$ cat config.mk
export PLATFORM = sky130hd
export DESIGN_NAME = ascp_core
export DESIGN_NICKNAME = d
export VERILOG_FILES = /design/src/ascp_core.v /design/src/ascp_sync.v
export VERILOG_INCLUDE_DIRS = /design/src
export SDC_FILE = /design/constraint.sdc
export NUM_CORES = 1
export LEC_CHECK = 0
export BUFFER_PORTS_ARGS = -buffer_cell sky130_fd_sc_hd__buf_4
export CAP_MARGIN = 20
export CORE_UTILIZATION = 40
export CTS_CLUSTER_SIZE = 20
export DETAILED_ROUTE_END_ITERATION = 16
export PLACE_DENSITY_LB_ADDON = 0.08
export SYNTH_ARGS = -nofsm -noshare
export SYNTH_HDL_FRONTEND = slang
export SYNTH_SLANG_ARGS = --single-unit
$ cat constraint.sdc
create_clock -name clk_in -period 3.42 [get_ports clk_in]
set_input_delay 0 -clock clk_in [delete_from_list [all_inputs] [get_ports clk_in]]
set_output_delay 0 -clock clk_in [all_outputs]
set_load 0.1 [all_outputs]
$ cat src/ascp_defs.vh
`ifndef ASCP_DEFS_VH
`define ASCP_DEFS_VH
// Command byte patterns
`define ASCP_CMD_RESET      7'h03
`define ASCP_CMD_START      7'h04
`define ASCP_CMD_SLEEP      7'h01
`define ASCP_CMD_RDATA      4'h1
`define ASCP_CMD_REG_READ_CMD       4'h2
`define ASCP_CMD_REG_WRITE_CMD       4'h4
// Config register reset value
`define ASCP_CFG_RESET      8'h00
// Field positions in the config registers
`define ASCP_CM_REG         2
`define ASCP_CM_BIT         2
`define ASCP_TURBO_REG      1
`define ASCP_TURBO_BIT      4
`define ASCP_RDYSEL_REG     3
`define ASCP_RDYSEL_BIT     1
// Timing counts in modulator periods
`define ASCP_TIMEOUT_NORM   13955
`define ASCP_TIMEOUT_TURBO  27910
`define ASCP_RDY_PULSE_MOD  2
// Saturation codes
`define ASCP_SAT_POS        16'h7FFF
`define ASCP_SAT_NEG        16'h8000
`endif

$ cat src/ascp_core.v
`timescale 1ns/1ps
// Behaviour
// - Mode 1 only: clock idles low.
// - Chip select high resets port, output released.
// - Ready flag falls on new result, rises on rise.
// - Unread continuous: ready pulses high two periods.
// - Ready flag always driven.
// - Sample input on falling clock; never drive it.
// - Output changes on rising clock edges.
// - Optional ready shown on shared output pin.
// - Incomplete command times out, port resets.
// - Result is 16 bits, MSB first.
// - Results saturate at 7FFF and 8000.
// - Reset command restores register defaults.
// - Single-shot start restarts one conversion.
// - Continuous start begins or restarts conversions.
// - Sleep after current conversion, registers kept.
// - Read command loads newest result.
// - Ready stays low if older result read.
// - Register read shifts out nn+1 bytes.
// - Register write updates on last falling edge.
// - Result readable directly after ready falls.
// - Decode commands during direct reads.
// - No decoding during read commands.
// - Four 8-bit registers, reset zero.
`include "ascp_defs.vh"
module ascp_core #(
  parameter MOD_DIV = 16  // System clocks per modulator period
) (
  // Clock and reset
  input  wire        clk_in,
  input  wire        rst_b_in,
  // Serial pins
  input  wire        sclk_in,
  input  wire        cs_n_in,
  input  wire        din_in,
  output reg         serial_out_ready_out,
  output reg         serial_out_ready_oe_out,
  output reg         conv_ready_n_out,
  // Conversion engine side
  input  wire        conv_done_in,
  input  wire signed [17:0] conv_raw_in,
  output reg         conv_start_out,
  output reg         conv_sleep_out,
  output reg         conv_cont_out,
  output reg         conv_turbo_out,
  // Configuration view
  output reg  [31:0] cfg_out
);
  // Synchronised pins
  wire [2:0] pin_s;
  wire       sclk_s = pin_s[2];
  wire       cs_n_s = pin_s[1];
  wire       din_s  = pin_s[0];
  reg        sclk_d;                // Previous sampled clock
  wire       sclk_rise = sclk_s & ~sclk_d & ~cs_n_s;
  wire       sclk_fall = ~sclk_s & sclk_d & ~cs_n_s;

  ascp_sync #(.W(3)) u_sync (
    .clk_in   (clk_in),
    .rst_b_in (rst_b_in),
    .d_in     ({sclk_in, cs_n_in, din_in}),
    .q_out    (pin_s)
  );

  // Protocol state
  localparam ST_CMD  = 2'd0;        // Decoding command bytes
  localparam ST_RDAT = 2'd1;        // Shifting result out
  localparam ST_REG_READ_CMD = 2'd2;        // Shifting registers out
  localparam ST_REG_WRITE_CMD = 2'd3;        // Taking register bytes

  reg  [1:0]  state;                // Current state
  reg  [7:0]  cfg [0:3];            // Configuration registers
  reg  [7:0]  wbuf [0:3];           // Staged write bytes
  reg  [15:0] result;               // Newest stored result
  reg  [15:0] shreg;                // Output shift register
  reg  [7:0]  inreg;                // Input shift register
  reg  [2:0]  bitcnt;               // Bit within byte
  reg  [1:0]  bytecnt;              // Byte within transfer
  reg  [1:0]  raddr;                // Register start address
  reg  [1:0]  rcount;               // Bytes remaining minus one
  reg         direct;               // Direct result read in progress
  reg         dbyte;                // Direct read second byte
  reg  [3:0]  modcnt;               // Modulator period divider
  reg  [15:0] tocnt;                // Timeout counter
  reg  [1:0]  pulsecnt;             // Ready high pulse length
  reg         unread;               // Result not read yet
  reg         sleep_pend;           // Sleep awaiting conversion end
  integer     i;

  // Sized copies of the timing counts
  localparam [15:0] TO_NORM   = `ASCP_TIMEOUT_NORM;
  localparam [15:0] TO_TURBO  = `ASCP_TIMEOUT_TURBO;
  localparam [1:0]  PULSE_ARM = `ASCP_RDY_PULSE_MOD + 1;  // One extra tick so the gap spans two full periods

  wire        mod_tick = (modcnt == MOD_DIV[3:0] - 4'd1);
  wire        rdy_sel  = cfg[`ASCP_RDYSEL_REG][`ASCP_RDYSEL_BIT];
  wire [15:0] to_lim   = cfg[`ASCP_TURBO_REG][`ASCP_TURBO_BIT] ?
                         TO_TURBO : TO_NORM;
  wire [7:0]  next_in  = {inreg[6:0], din_s};
  wire        byte_end = sclk_fall & (bitcnt == 3'd7);
  wire        busy     = (state != ST_CMD) | (bitcnt != 3'd0) | direct;

  // Clip an 18-bit raw value into 16 bits
  function [15:0] sat16;
    input signed [17:0] v;
    begin
      if (v > 18'sd32767)
        sat16 = `ASCP_SAT_POS;
      else if (v < -18'sd32768)
        sat16 = `ASCP_SAT_NEG;
      else
        sat16 = v[15:0];
    end
  endfunction

  // Modulator period divider
  always @(posedge clk_in or negedge rst_b_in) begin
    if (!rst_b_in)
      modcnt <= 4'h0;
    else
      modcnt <= mod_tick ? 4'h0 : modcnt + 4'd1;
  end

  // Clock history; sampled every cycle, edges gated by chip select
  always @(posedge clk_in or negedge rst_b_in) begin
    if (!rst_b_in)
      sclk_d <= 1'b0;
    else
      sclk_d <= sclk_s;
  end

  // Serial engine
  always @(posedge clk_in or negedge rst_b_in) begin
    if (!rst_b_in) begin
      state          <= ST_CMD;
      for (i = 0; i < 4; i = i + 1) begin
        cfg[i]  <= `ASCP_CFG_RESET;
        wbuf[i] <= 8'h00;
      end
      result         <= 16'h0000;
      shreg          <= 16'h0000;
      inreg          <= 8'h00;
      bitcnt         <= 3'd0;
      bytecnt        <= 2'd0;
      raddr          <= 2'd0;
      rcount         <= 2'd0;
      direct         <= 1'b0;
      dbyte          <= 1'b0;
      tocnt          <= 16'h0000;
      pulsecnt       <= 2'd0;
      unread         <= 1'b0;
      sleep_pend     <= 1'b0;
      conv_start_out <= 1'b0;
      conv_sleep_out <= 1'b0;
      conv_ready_n_out        <= 1'b1;
      serial_out_ready_out    <= 1'b1;
      serial_out_ready_oe_out <= 1'b0;
    end else begin
      conv_start_out <= 1'b0;
      // Output pin enable follows chip select
      serial_out_ready_oe_out <= ~cs_n_s;
      // Ready pulse before next result when unread
      if (mod_tick && pulsecnt != 2'd0)
        pulsecnt <= pulsecnt - 2'd1;
      // New conversion result
      if (conv_done_in) begin
        result <= sat16(conv_raw_in);
        unread <= 1'b1;
        // Unread result in continuous mode: hold high, fall after the gap
        if (unread && conv_cont_out)
          conv_ready_n_out <= 1'b1;
        else
          conv_ready_n_out <= 1'b0;
        if (rdy_sel && !busy)
          serial_out_ready_out <= 1'b0;
        if (sleep_pend) begin
          conv_sleep_out <= 1'b1;
          sleep_pend     <= 1'b0;
        end
      end else if (mod_tick && pulsecnt == 2'd1) begin
        conv_ready_n_out <= 1'b0;
      end
      // Timeout counter
      if (cs_n_s || !busy || sclk_fall)
        tocnt <= 16'h0000;
      else if (mod_tick)
        tocnt <= tocnt + 16'd1;
      if (cs_n_s || (tocnt >= to_lim)) begin
        // Port reset: discard partial byte
        state   <= ST_CMD;
        bitcnt  <= 3'd0;
        bytecnt <= 2'd0;
        direct  <= 1'b0;
        dbyte   <= 1'b0;
        tocnt   <= 16'h0000;
      end else begin
        // Rising edge: shift data out
        if (sclk_rise) begin
          // A result landing in the same cycle wins
          if (!conv_done_in)
            conv_ready_n_out <= 1'b1;
          if (bitcnt == 3'd0 && state == ST_CMD && !direct && unread) begin
            // Direct read begins
            direct <= 1'b1;
            dbyte  <= 1'b0;
            unread <= conv_done_in;   // Set wins over clear
            serial_out_ready_out <= result[15];
            shreg  <= {result[14:0], 1'b0};
          end else if (state == ST_CMD && !direct) begin
            serial_out_ready_out <= 1'b1;
          end else begin
            serial_out_ready_out <= shreg[15];
            shreg <= {shreg[14:0], 1'b0};
          end
        end
        // Falling edge: sample input
        if (sclk_fall) begin
          inreg  <= next_in;
          bitcnt <= bitcnt + 3'd1;
        end
        if (byte_end) begin
          if (direct && !dbyte)
            dbyte <= 1'b1;
          else if (direct)
            direct <= 1'b0;
          case (state)
            ST_CMD: begin
              // Decode at byte boundaries, also during direct reads
              if (next_in[7:1] == `ASCP_CMD_RESET) begin
                for (i = 0; i < 4; i = i + 1)
                  cfg[i] <= `ASCP_CFG_RESET;
              end else if (next_in[7:1] == `ASCP_CMD_START) begin
                conv_start_out <= 1'b1;
                conv_sleep_out <= 1'b0;
                sleep_pend     <= 1'b0;
              end else if (next_in[7:1] == `ASCP_CMD_SLEEP) begin
                sleep_pend <= 1'b1;
              end else if (next_in[7:4] == `ASCP_CMD_RDATA) begin
                // Older result if one lands this cycle
                shreg  <= result;
                unread <= conv_done_in;
                direct <= 1'b0;
                state  <= ST_RDAT;
                bytecnt <= 2'd1;
              end else if (next_in[7:4] == `ASCP_CMD_REG_READ_CMD) begin
                shreg  <= {cfg[next_in[3:2]], 8'h00};
                raddr  <= next_in[3:2] + 2'd1;
                rcount <= next_in[1:0];
                direct <= 1'b0;
                state  <= ST_REG_READ_CMD;
              end else if (next_in[7:4] == `ASCP_CMD_REG_WRITE_CMD) begin
                raddr   <= next_in[3:2];
                rcount  <= next_in[1:0];
                bytecnt <= 2'd0;
                state   <= ST_REG_WRITE_CMD;
              end
              // Anything else is ignored
            end
            ST_RDAT: begin
              // No decoding until 16 bits are out
              if (bytecnt == 2'd0)
                state <= ST_CMD;
              bytecnt <= bytecnt - 2'd1;
            end
            ST_REG_READ_CMD: begin
              if (rcount == 2'd0) begin
                state <= ST_CMD;
              end else begin
                shreg  <= {cfg[raddr], 8'h00};
                raddr  <= raddr + 2'd1;
                rcount <= rcount - 2'd1;
              end
            end
            ST_REG_WRITE_CMD: begin
              wbuf[bytecnt] <= next_in;
              bytecnt <= bytecnt + 2'd1;
              if (bytecnt == rcount) begin
                // Commit all bytes on the final falling edge
                for (i = 0; i < 4; i = i + 1)
                  if (i[1:0] <= bytecnt)
                    cfg[raddr + i[1:0]] <= (i[1:0] == bytecnt) ? next_in : wbuf[i];
                conv_start_out <= 1'b1;
                conv_sleep_out <= 1'b0;
                state <= ST_CMD;
              end
            end
            default: state <= ST_CMD;
          endcase
        end
      end
      // Pulse arm: unread result in continuous mode
      if (conv_done_in && unread && conv_cont_out)
        pulsecnt <= PULSE_ARM;
    end
  end

  // Registered configuration view
  always @(posedge clk_in or negedge rst_b_in) begin
    if (!rst_b_in)
      cfg_out <= 32'h0;
    else
      cfg_out <= {cfg[3], cfg[2], cfg[1], cfg[0]};
  end

  // Mode outputs
  always @(posedge clk_in or negedge rst_b_in) begin
    if (!rst_b_in) begin
      conv_cont_out  <= 1'b0;
      conv_turbo_out <= 1'b0;
    end else begin
      conv_cont_out  <= cfg[`ASCP_CM_REG][`ASCP_CM_BIT];
      conv_turbo_out <= cfg[`ASCP_TURBO_REG][`ASCP_TURBO_BIT];
    end
  end
endmodule

$ cat src/ascp_sync.v
`timescale 1ns/1ps
// Two-flop synchroniser for a vector of asynchronous inputs
module ascp_sync #(
  parameter W = 3
) (
  // Clock and reset
  input  wire         clk_in,
  input  wire         rst_b_in,
  // Data
  input  wire [W-1:0] d_in,
  output reg  [W-1:0] q_out
);
  reg [W-1:0] meta;  // First stage, read only by q_out

  // Double registering
  always @(posedge clk_in or negedge rst_b_in) begin
    if (!rst_b_in) begin
      meta  <= {W{1'b0}};
      q_out <= {W{1'b0}};
    end else begin
      meta  <= d_in;
      q_out <= meta;
    end
  end
endmodule

Yosys cells after proc, flatten, opt, wreduce, memory -nomap -nowiden. Cells that the tools add are included.

Add/sub/neg operators: 11. Order comparisons: 18. Eq/ne operators: 33. Mux-type cells: 163. Bitwise operators: 17. Reduce and logical (&&, ||, !) cells: 42.

Operators with widths (count): 2-to-1 mux 32 bit (18); 2-to-1 mux 16 bit (15); bitwise mux 32 bit (5); 2-to-1 mux 8 bit (13); demux 8 bit (select 2 bit) (5); 2-to-1 mux 2 bit (35); case mux 32 bit (2 select lines) (1); 2-to-1 mux 1 bit (58); binary-select mux 8 bit (select 2 bit) (2); case mux 16 bit (2 select lines) (1); greater-or-equal comparator 3 bit (second input constant) (6); greater-than comparator 18 x 16 -> 1 bit (second input constant) (1); < comparator 18 x 16 -> 1 bit (second input constant) (1); inequality test 3 bit (second input constant) (6); inverter 2 -> 3 bit (6); adder 16 x 1 -> 16 bit (second input constant) (1); greater-or-equal comparator 16 x 15 -> 1 bit (1); logical AND 1 bit (16); < comparator 3 x 1 -> 1 bit (second input constant) (5); 2-to-1 mux 15 bit (1); nonzero test 2 bit (7); inequality test 2 bit (second input constant) (6); AND reduction 9 bit (1); case mux 2 bit (2 select lines) (2); other kinds (44) (71).

Register bits after elaboration: 186. Output and inout port bits: 39.

Logic depth before layout (Yosys ltp). Gate-level depths: netlist of run 1.

Depth in word-level cells: 27. Mapped depth: 11. Mapped depth without buffers: 8.

Hierarchy. A second synthesis of run 1 with hierarchy kept.

Cell total of the unflattened synthesis: 973. Area total of the unflattened synthesis: 9669.3 µm².

Modules (own cells, without submodules): ascp_core (instances 1, cells each 967, area an instance 9519.1 µm²); ascp_sync (instances 1, cells each 6, area an instance 150.1 µm²).

Worst setup path after synthesis of run 1. No wires, ideal clock.

Path type: register to register. From: register raddr[0]. To: register cfg[24] (netlist bit). Library setup time: 0.125 ns. Arrival: 2.502 ns. Setup slack: 0.794 ns. Cell stages (with the launch flop): 9. Path buffers: 3. Period minus slack after synthesis: 2.626 ns. Path through: dfrtp_1 -> clkbuf_1 -> inv_1 -> ha_1 -> clkbuf_1 -> buf_1 -> a21boi_0 -> a21oi_1 -> mux2_2.

Longest elaborated chain between the ends: 27. Elaborated cells between the ends (all ways): 49.

RTL lines: from (decl) (RTL line ascp_core.v:80) `reg [1:0] raddr;`; from (signal assigned) (RTL line ascp_core.v:248) `raddr <= next_in[3:2] + 2'd1;`; from (signal assigned) (RTL line ascp_core.v:253) `raddr <= next_in[3:2];`; from (signal assigned) (RTL line ascp_core.v:271) `raddr <= raddr + 2'd1;`; inverter 2 -> 3 bit (RTL line ascp_core.v:282) `cfg[raddr + i[1:0]] <= (i[1:0] == bytecnt) ? next_in : wbuf[i];`; greater-or-equal comparator 3 bit (implied by the code) or < comparator 3 x 1 -> 1 bit (tied branches) (RTL line ascp_core.v:282); logical AND 1 bit (implied by the code) (RTL line ascp_core.v:282); 2-to-1 mux 8 bit (RTL line ascp_core.v:282); demux 8 bit (select 2 bit) (RTL line ascp_core.v:282); bitwise mux 32 bit (RTL line ascp_core.v:282); 2-to-1 mux 32 bit (RTL line ascp_core.v:281) `if (i[1:0] <= bytecnt)`; 2-to-1 mux 32 bit (RTL line ascp_core.v:278) `if (bytecnt == rcount) begin`; [11 not listed]; 2-to-1 mux 32 bit (RTL line ascp_core.v:278); 2-to-1 mux 32 bit (RTL line ascp_core.v:227) `case (state)`; 2-to-1 mux 32 bit (RTL line ascp_core.v:222) `if (byte_end) begin`; 2-to-1 mux 32 bit (RTL line ascp_core.v:189) `if (cs_n_s || (tocnt >= to_lim)) begin`; bitwise mux 32 bit (RTL line ascp_core.v:282); 2-to-1 mux 32 bit * (RTL line ascp_core.v:281); 2-to-1 mux 32 bit * (RTL line ascp_core.v:278); case mux 32 bit (2 select lines) * (RTL line ascp_core.v:227); to (signal, indexed assignment) (RTL line ascp_core.v:138) `` cfg[i] <= `ASCP_CFG_RESET; ``; to (signal, indexed assignment) (RTL line ascp_core.v:232) `` cfg[i] <= `ASCP_CFG_RESET; ``; to (signal, indexed assignment) (RTL line ascp_core.v:282); to (decl) (RTL line ascp_core.v:73) `reg [7:0] cfg [0:3];`.

Every way passes the cells marked *; elsewhere a longest branch is shown, timed or not. The select of a mux whose other input is x is not followed. A chain may end at the register's enable or synchronous reset.

Worst setup path in the final report of run 1.
From: register cfg[20] (netlist bit). To: register wbuf[26] (netlist bit).

Longest elaborated chain between the ends: 5.

RTL lines: 2-to-1 mux 15 bit (RTL line ascp_core.v:98) `` wire [15:0] to_lim = cfg[`ASCP_TURBO_REG][`ASCP_TURBO_BIT] ? ``; greater-or-equal comparator 16 x 15 -> 1 bit (RTL line ascp_core.v:189); logical OR 1 bit (RTL line ascp_core.v:189); inverter 1 bit (no line); AND reduction 3 bit (no line); to (signal, indexed assignment) (RTL line ascp_core.v:276) `wbuf[bytecnt] <= next_in;`; to (decl) (RTL line ascp_core.v:74) `reg [7:0] wbuf [0:3];`.

No other way between the ends.

==> results of run 1 <==
critical path, cell delays in order (launching register included):
cell and delay [ns]:
dfrtp_1 0.52, inv_1 0.18, ha_1 0.32, nor2b_1 0.11
o211ai_1 0.10, a21oi_2 0.21, o211a_1 0.17, buf_4 0.35
nand4_1 0.47, mux2_2 0.43
cells by family after synthesis:
group	after synthesis	synth area share
and+or+nand+nor	233	0.110
xor gates and xnor gates	24	0.0216
DFF	176	0.454
buffers and inverters	118	0.0495
adders and majority gates	28	0.0361
AOI/OAI and AO/OA	310	0.202
muxes	96	0.127
power by group:
part | internal (mW) | switching, mW | leakage (nW)
registers | 2.20 | 0.196 | 2.36
logic | 0.406 | 0.627 | 2.26
clock network | 1.17 | 0.899 | 0.295
registers in the layout, summed over array words and instances, names as in the netlist, 2 cells and up:
| signal | count |
|---|---|
| tocnt | 16 |
| result | 16 |
| modcnt | 4 |
| rcount | 2 |
| shreg | 16 |
| raddr | 2 |
| wbuf | 24 |
| bytecnt | 2 |
| pulsecnt | 2 |
| inreg | 7 |
| u_sync.q_out | 3 |
| state | 2 |
| bitcnt | 3 |
| cfg_out | 32 |
| u_sync.meta | 3 |
| cfg | 32 |
worst paths after layout:
kind                              endpoint  slack [ns]
min in group asynchronous      cfg_out[19]        0.19
max in group asynchronous          cfg[10]        2.41
max                               wbuf[26]        0.44
min                              result[5]        0.03
max reg2reg                       wbuf[26]        0.44
min reg2reg                u_sync.q_out[0]        0.35
synthesized netlist by cell type (3+ instances only):
library cell / count / area (sq um)
dfrtp_1: 174 / 4350
a21oi_1: 88 / 440
o21ai_0: 81 / 405
nand2_1: 78 / 293
nor2_1: 78 / 293
clkbuf_1: 56 / 210
mux2_2: 55 / 619
inv_1: 40 / 150
o221ai_1: 35 / 307
ha_1: 28 / 350
mux2i_1: 21 / 210
a31oi_1: 19 / 119
nand3_1: 18 / 90.1
o211ai_1: 17 / 128
mux4_2: 16 / 360
xnor2_1: 14 / 123
nor2b_1: 13 / 81.3
o22ai_1: 12 / 75.1
nand4_1: 11 / 68.8
xor2_1: 10 / 87.6
a22oi_1: 9 / 67.6
buf_2: 9 / 45.0
a211oi_1: 8 / 60.1
o2bb2ai_1: 8 / 70.1
buf_1: 7 / 26.3
a32oi_1: 6 / 52.6
and3_1: 5 / 31.3
buf_4: 5 / 37.5
mux2_1: 4 / 45.0
nor3_1: 4 / 20.0
nor3b_1: 4 / 30.0
a221o_1: 3 / 30.0
a311oi_1: 3 / 26.3
and2_1: 3 / 18.8
nand2b_1: 3 / 18.8
nor4_1: 3 / 18.8
layer usage:
layer | global-route usage | vias up | share of wire
met5 | 0 | - | 0
met4 | 0.0851 | 0 | 0.025
met3 | 0.0381 | 33 | 0.063
met2 | 0.356 | 280 | 0.43
met1 | 0.357 | 3950 | 0.48
li1 | - | 3741 | -
layout by cell type, fill, tap and decap left out, types with 14 or more instances in the layout:
cell type,instances
mux4_2,16
a21oi_1,88
mux2i_1,21
o211ai_1,17
xnor2_1,14
ha_1,28
dfrtp_1,174
mux2_2,55
dlygate4sd3_1,20
nor2_1,78
o221ai_1,35
nand3_1,18
clkbuf_16,17
nand2_1,78
buf_4,103
a31oi_1,19
o21ai_0,81
inv_1,40
per-stage QoR:
step | power [mW] | instance area [sq um] | worst slack, ns | hold slack [ns] | std cells
finish | 5.49 | 11400 | 0.441 | 0.0259 | 1383
global route | 5.76 | 11400 | 0.147 | 0.0492 | 1383
CTS | 5.52 | 11400 | 0.407 | 0.0196 | 1383
detailed placement | 3.44 | 10600 | 0.415 | 0.111 | 1331
global placement | 3.44 | 10600 | 0.524 | 0.109 | 1331
floorplan | 3.05 | 9710 | 0.794 | -0.296 | 985
cell type report:
cell class	count	share of cell area
Clock buffer	19	0.0380
Clock inverter	13	0.0154
Inverter	40	0.0132
Multi-Input combinational cell	691	0.423
Sequential cell	176	0.387
Tap cell	319	0.0350
Timing Repair Buffer	125	0.0884
what timing repair did:
action / 4_1_cts / 5_1_grt
setup endpoints to repair: 0 / 0
endpoints found under the hold margin: 102 / 0
buffers inserted: 0 / 0
hold buffers: 20 / 0
==> results.sh, run 1 <==
export IMPL_ff2ff_path_depth=9
export IMPL_grt_overflow_total=0
export IMPL_wl_mm=28.3
export IMPL_cts_buffers=17
export IMPL_root_buffer="clkbuf_16"
export IMPL_die_y_um=158
export IMPL_ys_ff_latch=176
export IMPL_cp_end_kind="flop"
export IMPL_min_path_type="primary input to flop"
export IMPL_fin_crit_ns=2.98
export IMPL_tightest_slew_ns=0.997
export IMPL_synth_edff_count=0
export IMPL_worstPathArrival_ns=3.29
export IMPL_cp_startpoint="cfg[20]"
export IMPL_final_util=0.483
export IMPL_cts_tree="done"
export IMPL_ys_seq_area_frac=0.454
export IMPL_core_sq_mm=0.0236
export IMPL_clock_latency_ns=0.43
export IMPL_synth_cells=985
export IMPL_drv_cap=0
export IMPL_outcome="finished clean"
export IMPL_yosys_warnings=0
export IMPL_path_clk_slew_ns=0.07
export IMPL_peakVddDrop_mv=0.292
export IMPL_htreeDepth=4
export IMPL_seqCellArea_sq_mm=0.00441
export IMPL_avgSynthCellArea_sq_um=9.86
export IMPL_syn_to_final_growth_pct=17.3
export IMPL_setup_viol=0
export IMPL_grt_pass1_wl_mm=45.4
export IMPL_syn_nets=1037
export IMPL_slew_viol_final=0
export IMPL_floorplan_initialDensity=0.411
export IMPL_die_w_um=158
export IMPL_antenna_found_initial=0
export IMPL_p_per_area_mw_per_mm2=482
export IMPL_cts_resized=0
export IMPL_finalSetupTns_ns=0
export IMPL_port_buffers=62
export IMPL_num_nets_final=1103
export IMPL_synth_area_sq_mm=0.00971
export IMPL_cp_max_fo=32
export IMPL_drive_gt1_frac=0.202
export IMPL_drt_pass1_iterations=7
export IMPL_num_fill_cells=2198
export IMPL_rows=56
export IMPL_synth_cell_types=62
export IMPL_grt_usage=0.242
export IMPL_fmaxAchievable_mhz=336
export IMPL_min_from="conv_done_in"
export IMPL_cts_buffer_depth=2
export IMPL_post_drt_wl_per_cell_um=20.4
export IMPL_dp_hpwl_mm=19.2
export IMPL_ant_nets=0
export IMPL_drc=0
export IMPL_ys_flop_type="dfrtp_1"
export IMPL_leakage_nw=4.91
export IMPL_viasPerCell=5.79
export IMPL_relSlewSlack=0.333
export IMPL_critPathLaunchType="flop"
export IMPL_rr_startpoint="cfg[20]"
export IMPL_gp_congestion=0.864
export IMPL_rsz0062_at_grt="no"
export IMPL_clock_sinks=176
export IMPL_cp_required_ns=3.73
export IMPL_via_count=8004
export IMPL_grt_pass1_vias=7756
export IMPL_ios=63
export IMPL_die_area_sq_mm=0.0249
export IMPL_report_final_hold_viol_count=0
export IMPL_multiInputGateArea_sq_mm=0.00483
export IMPL_crit_type="flop to flop"
export IMPL_antenna_cells=0
export IMPL_fin_skew_ns=0.0128
export IMPL_drt_iter0_markers=599
export IMPL_synth_async_sr_flop_share=1.00
export IMPL_grt_max_degree=89
export IMPL_holdPathStages=2
export IMPL_fin_crit_sh=0.871
Note: power is estimated with default switching activity, not from simulation.
==> run 2, diff against run 1 <==
--- a/config.mk
+++ b/config.mk
@@ -9,6 +9,7 @@
 export BUFFER_PORTS_ARGS = -buffer_cell sky130_fd_sc_hd__buf_4
 export CAP_MARGIN = 20
 export CORE_UTILIZATION = 40
+export CTS_BUF_LIST = sky130_fd_sc_hd__clkbuf_8
 export CTS_CLUSTER_SIZE = 20
 export DETAILED_ROUTE_END_ITERATION = 16
 export PLACE_DENSITY_LB_ADDON = 0.08
==> run 2 against run 1 <==
Net effect:
- sequential share of layout area increased by 0.17 points
- largest power group unchanged
- largest cell class unchanged
- clock power fell by 24%
- utilization is 0.22 points lower
- critical path depth stayed put
- worst setup slack got worse by 0.014 ns
==> results.sh, run 2 (synthesized netlist as in run 1, its figures left out) <==
export IMPL_outcome="finished clean"
export IMPL_die_w_um=158
export IMPL_cp_end_kind="flop"
export IMPL_drc=0
export IMPL_slowest_stage="dfrtp_1"
export IMPL_min_path_type="primary input to async pin"
export IMPL_num_nets_final=1117
export IMPL_cp_required_ns=3.76
export IMPL_grt_max_degree=89
export IMPL_fin_crit_sh=0.875
export IMPL_root_buffer="clkbuf_8"
export IMPL_via_count=8030
export IMPL_cts_buffers=17
export IMPL_syn_to_final_growth_pct=16.8
export IMPL_antenna_found_initial=0
export IMPL_cpLargestDelayFamily="simple AND/OR/NAND/NOR gates"
export IMPL_setup_viol=0
export IMPL_gp_congestion=0.864
export IMPL_htreeDepth=4
export IMPL_wl_met2_mm=12.5
export IMPL_met3_length_mm=1.78
export IMPL_cp_max_fo=32
export IMPL_drv_cap=0
export IMPL_post_place_ws_ns=0.415
export IMPL_top_layer="met4"
export IMPL_switching_share=0.331
export IMPL_ios=63
export IMPL_crit_type="flop to flop"
export IMPL_layout_common_cells="dfrtp_1 (174), buf_4 (103), a21oi_1 (88)"
export IMPL_post_drt_wl_per_cell_um=20.3
export IMPL_tightest_slew_ns=1.02
export IMPL_worstPathArrival_ns=3.33
export IMPL_antenna_cells=0
export IMPL_viasPerCell=5.75
export IMPL_report_final_hold_viol_count=0
export IMPL_critical_path_buf_inv_count=2
export IMPL_cts_tree="done"
export IMPL_rows=56
export IMPL_drt_iter0_markers=667
export IMPL_multiInputGateArea_sq_mm=0.00483
export IMPL_finalNonFillerCells=1397
export IMPL_top_regs="cfg: 32 flops, cfg_out: 32 flops, wbuf: 24 flops"
export IMPL_drive_gt1_frac=0.199
export IMPL_p_seq_frac=0.477
export IMPL_rsz0062_at_grt="no"
export IMPL_core_sq_mm=0.0236
export IMPL_fin_skew_ns=0.0186
export IMPL_final_area_sq_mm=0.0113
export IMPL_seqCellArea_sq_mm=0.00441
export IMPL_clkPwrFrac=0.312
export IMPL_p_per_area_mw_per_mm2=442
export IMPL_p_switching_mw=1.66
export IMPL_ant_nets=0
export IMPL_dp_cells=1331
export IMPL_fmaxAchievable_mhz=334
export IMPL_wl_mm=28.4
export IMPL_leakage_nw=4.89
export IMPL_grt_pass1_vias=7805
export IMPL_finalSetupTns_ns=0
export IMPL_cpPeakStageDelay_ns=0.52
export IMPL_fin_crit_ns=2.99
export IMPL_slew_viol_final=0
export IMPL_num_fill_cells=2218
export IMPL_final_common_cell="dfrtp_1"
export IMPL_wl_met1_mm=13.4
export IMPL_layout_setup_ws_ns=0.427
export IMPL_grt_pass1_wl_mm=45.6
export IMPL_critPathLaunchType="flop"
export IMPL_port_buffers=62
export IMPL_clock_sinks=176
export IMPL_hold_worst_slack_ns=0.150
export IMPL_combPwrFrac=0.211
export IMPL_peakVddDrop_mv=0.242
export IMPL_drt_pass1_iterations=7
export IMPL_clock_latency_ns=0.47
export IMPL_die_y_um=158
export IMPL_cts_resized=0
export IMPL_place_area_sq_mm=0.0106
export IMPL_cts_buffer_depth=2
export IMPL_path_clk_slew_ns=0.10
export IMPL_p_int_mw=3.35
export IMPL_relSlewSlack=0.319
export IMPL_grt_overflow_total=0
export IMPL_dp_hpwl_mm=19.2
export IMPL_floorplan_initialDensity=0.411
export IMPL_grt_usage=0.242
export IMPL_die_area_sq_mm=0.0249
export IMPL_path_cells="inv_1 -> ha_1 -> nor2b_1 -> o211ai_1 -> a21oi_2 -> o211a_1 -> buf_4 -> nand4_1 -> mux2_2"
run 2: cell count changes in the layout (fill, tap and decap cells not counted):
| cell | before | now |
|---|---|---|
| clkbuf_8 | 1 | 18 |
| clkbuf_1 | 2 | 0 |
| inv_1 | 40 | 42 |
| dlygate4sd3_1 | 20 | 34 |
| clkbuf_16 | 17 | 0 |
run 2: area by class of cell:
| cell class | count | share of cell area |
|---|---|---|
| clock buffers | 17 | 0.0206 |
| clock inverters | 15 | 0.0161 |
| inverters | 40 | 0.0132 |
| multi-input cells | 691 | 0.425 |
| flip-flops and latches | 176 | 0.388 |
| well taps | 319 | 0.0352 |
| repair buffers | 139 | 0.101 |
run 2: power by group through the flow:
stage	clock network (mW)	registers [mW]	logic [mW]
final	1.57	2.39	1.06
after floorplan	0	2.34	0.708
after global routing	1.70	2.41	1.17
after global placement	0	2.43	1.01
after CTS	1.61	2.39	1.05
after detailed placement	0	2.43	1.01
run 2: final timing paths:
path	start	endpoint	slack, ns	depth (start not counted)
max	cfg[20]	wbuf[26]	0.43	9
min	rst_b_in	cfg_out[19]	0.15	2
min reg2reg	u_sync.meta[0]	u_sync.q_out[0]	0.35	0
max in group asynchronous	rst_b_in	rcount[0]	2.46	3
max reg2reg	cfg[20]	wbuf[26]	0.43	9
min in group clk_in	sclk_in	u_sync.meta[2]	0.18	2
run 2: metrics by stage:
stage | power (mW) | util
after floorplan | 3.05 | -
after global placement | 3.44 | 0.448
after detailed placement | 3.44 | 0.448
after CTS | 5.05 | 0.481
after global routing | 5.28 | 0.481
final | 5.02 | 0.481
run 2: timing repair:
action / 4_1_cts / 5_1_grt
hold buffers: 34 / 0
endpoints found under the setup margin: 0 / 0
hold endpoints to repair: 104 / 0
setup buffers: 0 / 0
run 2: metal layers:
layer / up-vias / global-route usage
li1: 3760 / -
met1: 3963 / 0.356
met2: 275 / 0.360
met3: 32 / 0.0353
met4: 0 / 0.0855
met5: - / 0
==> run 3, diff against run 2 <==
==> constraint.sdc (replaced) <==
create_clock -name clk_in -period 3.7 [get_ports clk_in]
set_input_delay 0 -clock clk_in [delete_from_list [all_inputs] [get_ports clk_in]]
set_output_delay 0 -clock clk_in [all_outputs]
set_load 0.1 [all_outputs]
==> run 3 against run 2 <==
Net effect:
- die area unchanged
- cell area up 0.34%
- fmax up 1.1%
- combinational power down 12%
- global-route usage down 0.59 points
- clock skew up 0.00081 ns
- via count about the same
- utilization up 0.16 points
- critical endpoint is now wbuf[28]
- largest cell class unchanged
==> results.sh, run 3 (synthesized netlist as in run 1, its figures left out) <==
export IMPL_wl_met1_mm=13.3
export IMPL_antenna_cells=0
export IMPL_drc=0
export IMPL_port_buffers=62
export IMPL_drv_cap=0
export IMPL_cp_startpoint="cfg[20]"
export IMPL_grt_pass1_vias=7753
export IMPL_grt_usage=0.236
export IMPL_floorplan_initialDensity=0.411
export IMPL_core_sq_mm=0.0236
export IMPL_viasPerCell=5.74
export IMPL_outcome="finished clean"
export IMPL_cp_required_ns=4.05
export IMPL_crit_type="flop to flop"
export IMPL_fin_crit_ns=2.96
export IMPL_slew_viol_final=0
export IMPL_die_y_um=158
export IMPL_fmaxAchievable_mhz=338
export IMPL_leakage_nw=4.87
export IMPL_final_common_cell="dfrtp_1"
export IMPL_cts_buffers=17
export IMPL_p_per_area_mw_per_mm2=396
export IMPL_layout_setup_ws_ns=0.738
export IMPL_dp_hpwl_mm=18.9
export IMPL_tightest_slew_ns=1.03
export IMPL_rr_startpoint="cfg[20]"
export IMPL_report_final_hold_viol_count=0
export IMPL_grt_overflow_total=0
export IMPL_via_count=8036
export IMPL_top_layer="met4"
export IMPL_num_nets_final=1122
export IMPL_syn_to_final_growth_pct=17.2
export IMPL_cp_end_kind="flop"
export IMPL_finalSetupTns_ns=0
export IMPL_ios=63
export IMPL_cts_buffer_depth=2
export IMPL_post_drt_wl_per_cell_um=20.0
export IMPL_clock_sinks=176
export IMPL_clock_latency_ns=0.47
export IMPL_root_buffer="clkbuf_8"
export IMPL_critPathLaunchType="flop"
export IMPL_die_w_um=158
export IMPL_fin_crit_sh=0.800
export IMPL_post_place_ws_ns=0.780
export IMPL_fin_skew_ns=0.0195
export IMPL_antenna_found_initial=0
export IMPL_peakVddDrop_mv=0.164
export IMPL_cts_tree="done"
export IMPL_relSlewSlack=0.313
export IMPL_drive_gt1_frac=0.191
export IMPL_postCtsSetupBuffers=0
export IMPL_worstPathArrival_ns=3.31
export IMPL_die_area_sq_mm=0.0249
export IMPL_drt_iter0_markers=611
export IMPL_layout_common_cells="dfrtp_1 (174), buf_4 (94), a21oi_1 (88)"
export IMPL_htreeDepth=4
export IMPL_min_path_type="primary input to async pin"
export IMPL_met3_length_mm=1.59
export IMPL_wl_met2_mm=12.4
export IMPL_wl_mm=28.0
export IMPL_drt_pass1_iterations=5
export IMPL_rsz0062_at_grt="no"
export IMPL_ant_nets=0
export IMPL_rows=56
export IMPL_top_regs="cfg: 32 flops, cfg_out: 32 flops, wbuf: 24 flops"
export IMPL_gp_congestion=0.853
export IMPL_grt_max_degree=97
export IMPL_setup_viol=0
export IMPL_path_clk_slew_ns=0.10
export IMPL_cp_max_fo=28
export IMPL_grt_pass1_wl_mm=44.4
run 3: changes by cell type in the layout (fill, tap and decap cells not counted):
cell	before	now
clkbuf_8	18	19
bufinv_16	3	1
clkinv_2	1	0
clkinvlp_4	1	3
buf_12	1	2
inv_1	42	40
dlygate4sd3_1	34	47
inv_6	4	5
buf_4	103	94
clkinv_4	3	2
run 3: per-layer routing:
layer | global-route usage | up-vias
met3 | 0.0454 | 36
met2 | 0.357 | 259
met5 | 0 | -
met1 | 0.337 | 3966
met4 | 0.0800 | 0
li1 | - | 3775
run 3: final cells by class:
cell class | count | area (sq um)
clock inverter | 12 | 125
inverter | 40 | 150
fill | 2234 | 12200
tap | 319 | 399
multi-input combinational | 691 | 4830
clock buffer | 18 | 248
timing repair buffer | 144 | 1230
sequential | 176 | 4410
run 3: worst max-delay path, stage by stage (launching register included):
cell and delay, ns:
dfrtp_1 0.51, inv_1 0.18, ha_1 0.32, nor2b_1 0.12, o211ai_1 0.12, a21oi_2 0.23, o211a_1 0.30, buf_12 0.22
nand4_1 0.40, mux2_2 0.44
run 3: path summary, 6_finish.rpt:
path | endpoint | slack (ns) | cells past startpoint
hold reg to reg | u_sync.q_out[0] | 0.35 | 0
setup / recovery | wbuf[28] | 0.74 | 9
max in group asynchronous | conv_ready_n_out | 2.67 | 3
setup reg to reg | wbuf[28] | 0.74 | 9
min in group clk_in | u_sync.meta[1] | 0.17 | 2
hold / removal | cfg[2] | 0.16 | 2
run 3: timing repair:
action,4_1_cts,5_1_grt
resized for setup,0,0
hold buffers,47,0
hold endpoints to repair,115,0
run 3: metrics by stage:
step / utilization / instances / hold WS (ns) / area [sq um] / total power, mW
finish: 0.482 / 1400 / 0.164 / 11400 / 4.51
global route: 0.482 / 1400 / 0.171 / 11400 / 4.75
CTS: 0.482 / 1399 / 0.144 / 11400 / 4.54
detailed placement: 0.446 / 1322 / 0.111 / 10500 / 3.15
global placement: 0.446 / 1322 / 0.110 / 10500 / 3.15
floorplan: - / 985 / -0.296 / 9710 / 2.82
run 3: power breakdown:
group	internal, mW	total, mW	switching (mW)
Combinational	0.380	0.938	0.558
Sequential	2.03	2.24	0.209
Clock	0.560	1.33	0.771
Total	2.97	4.51	1.54
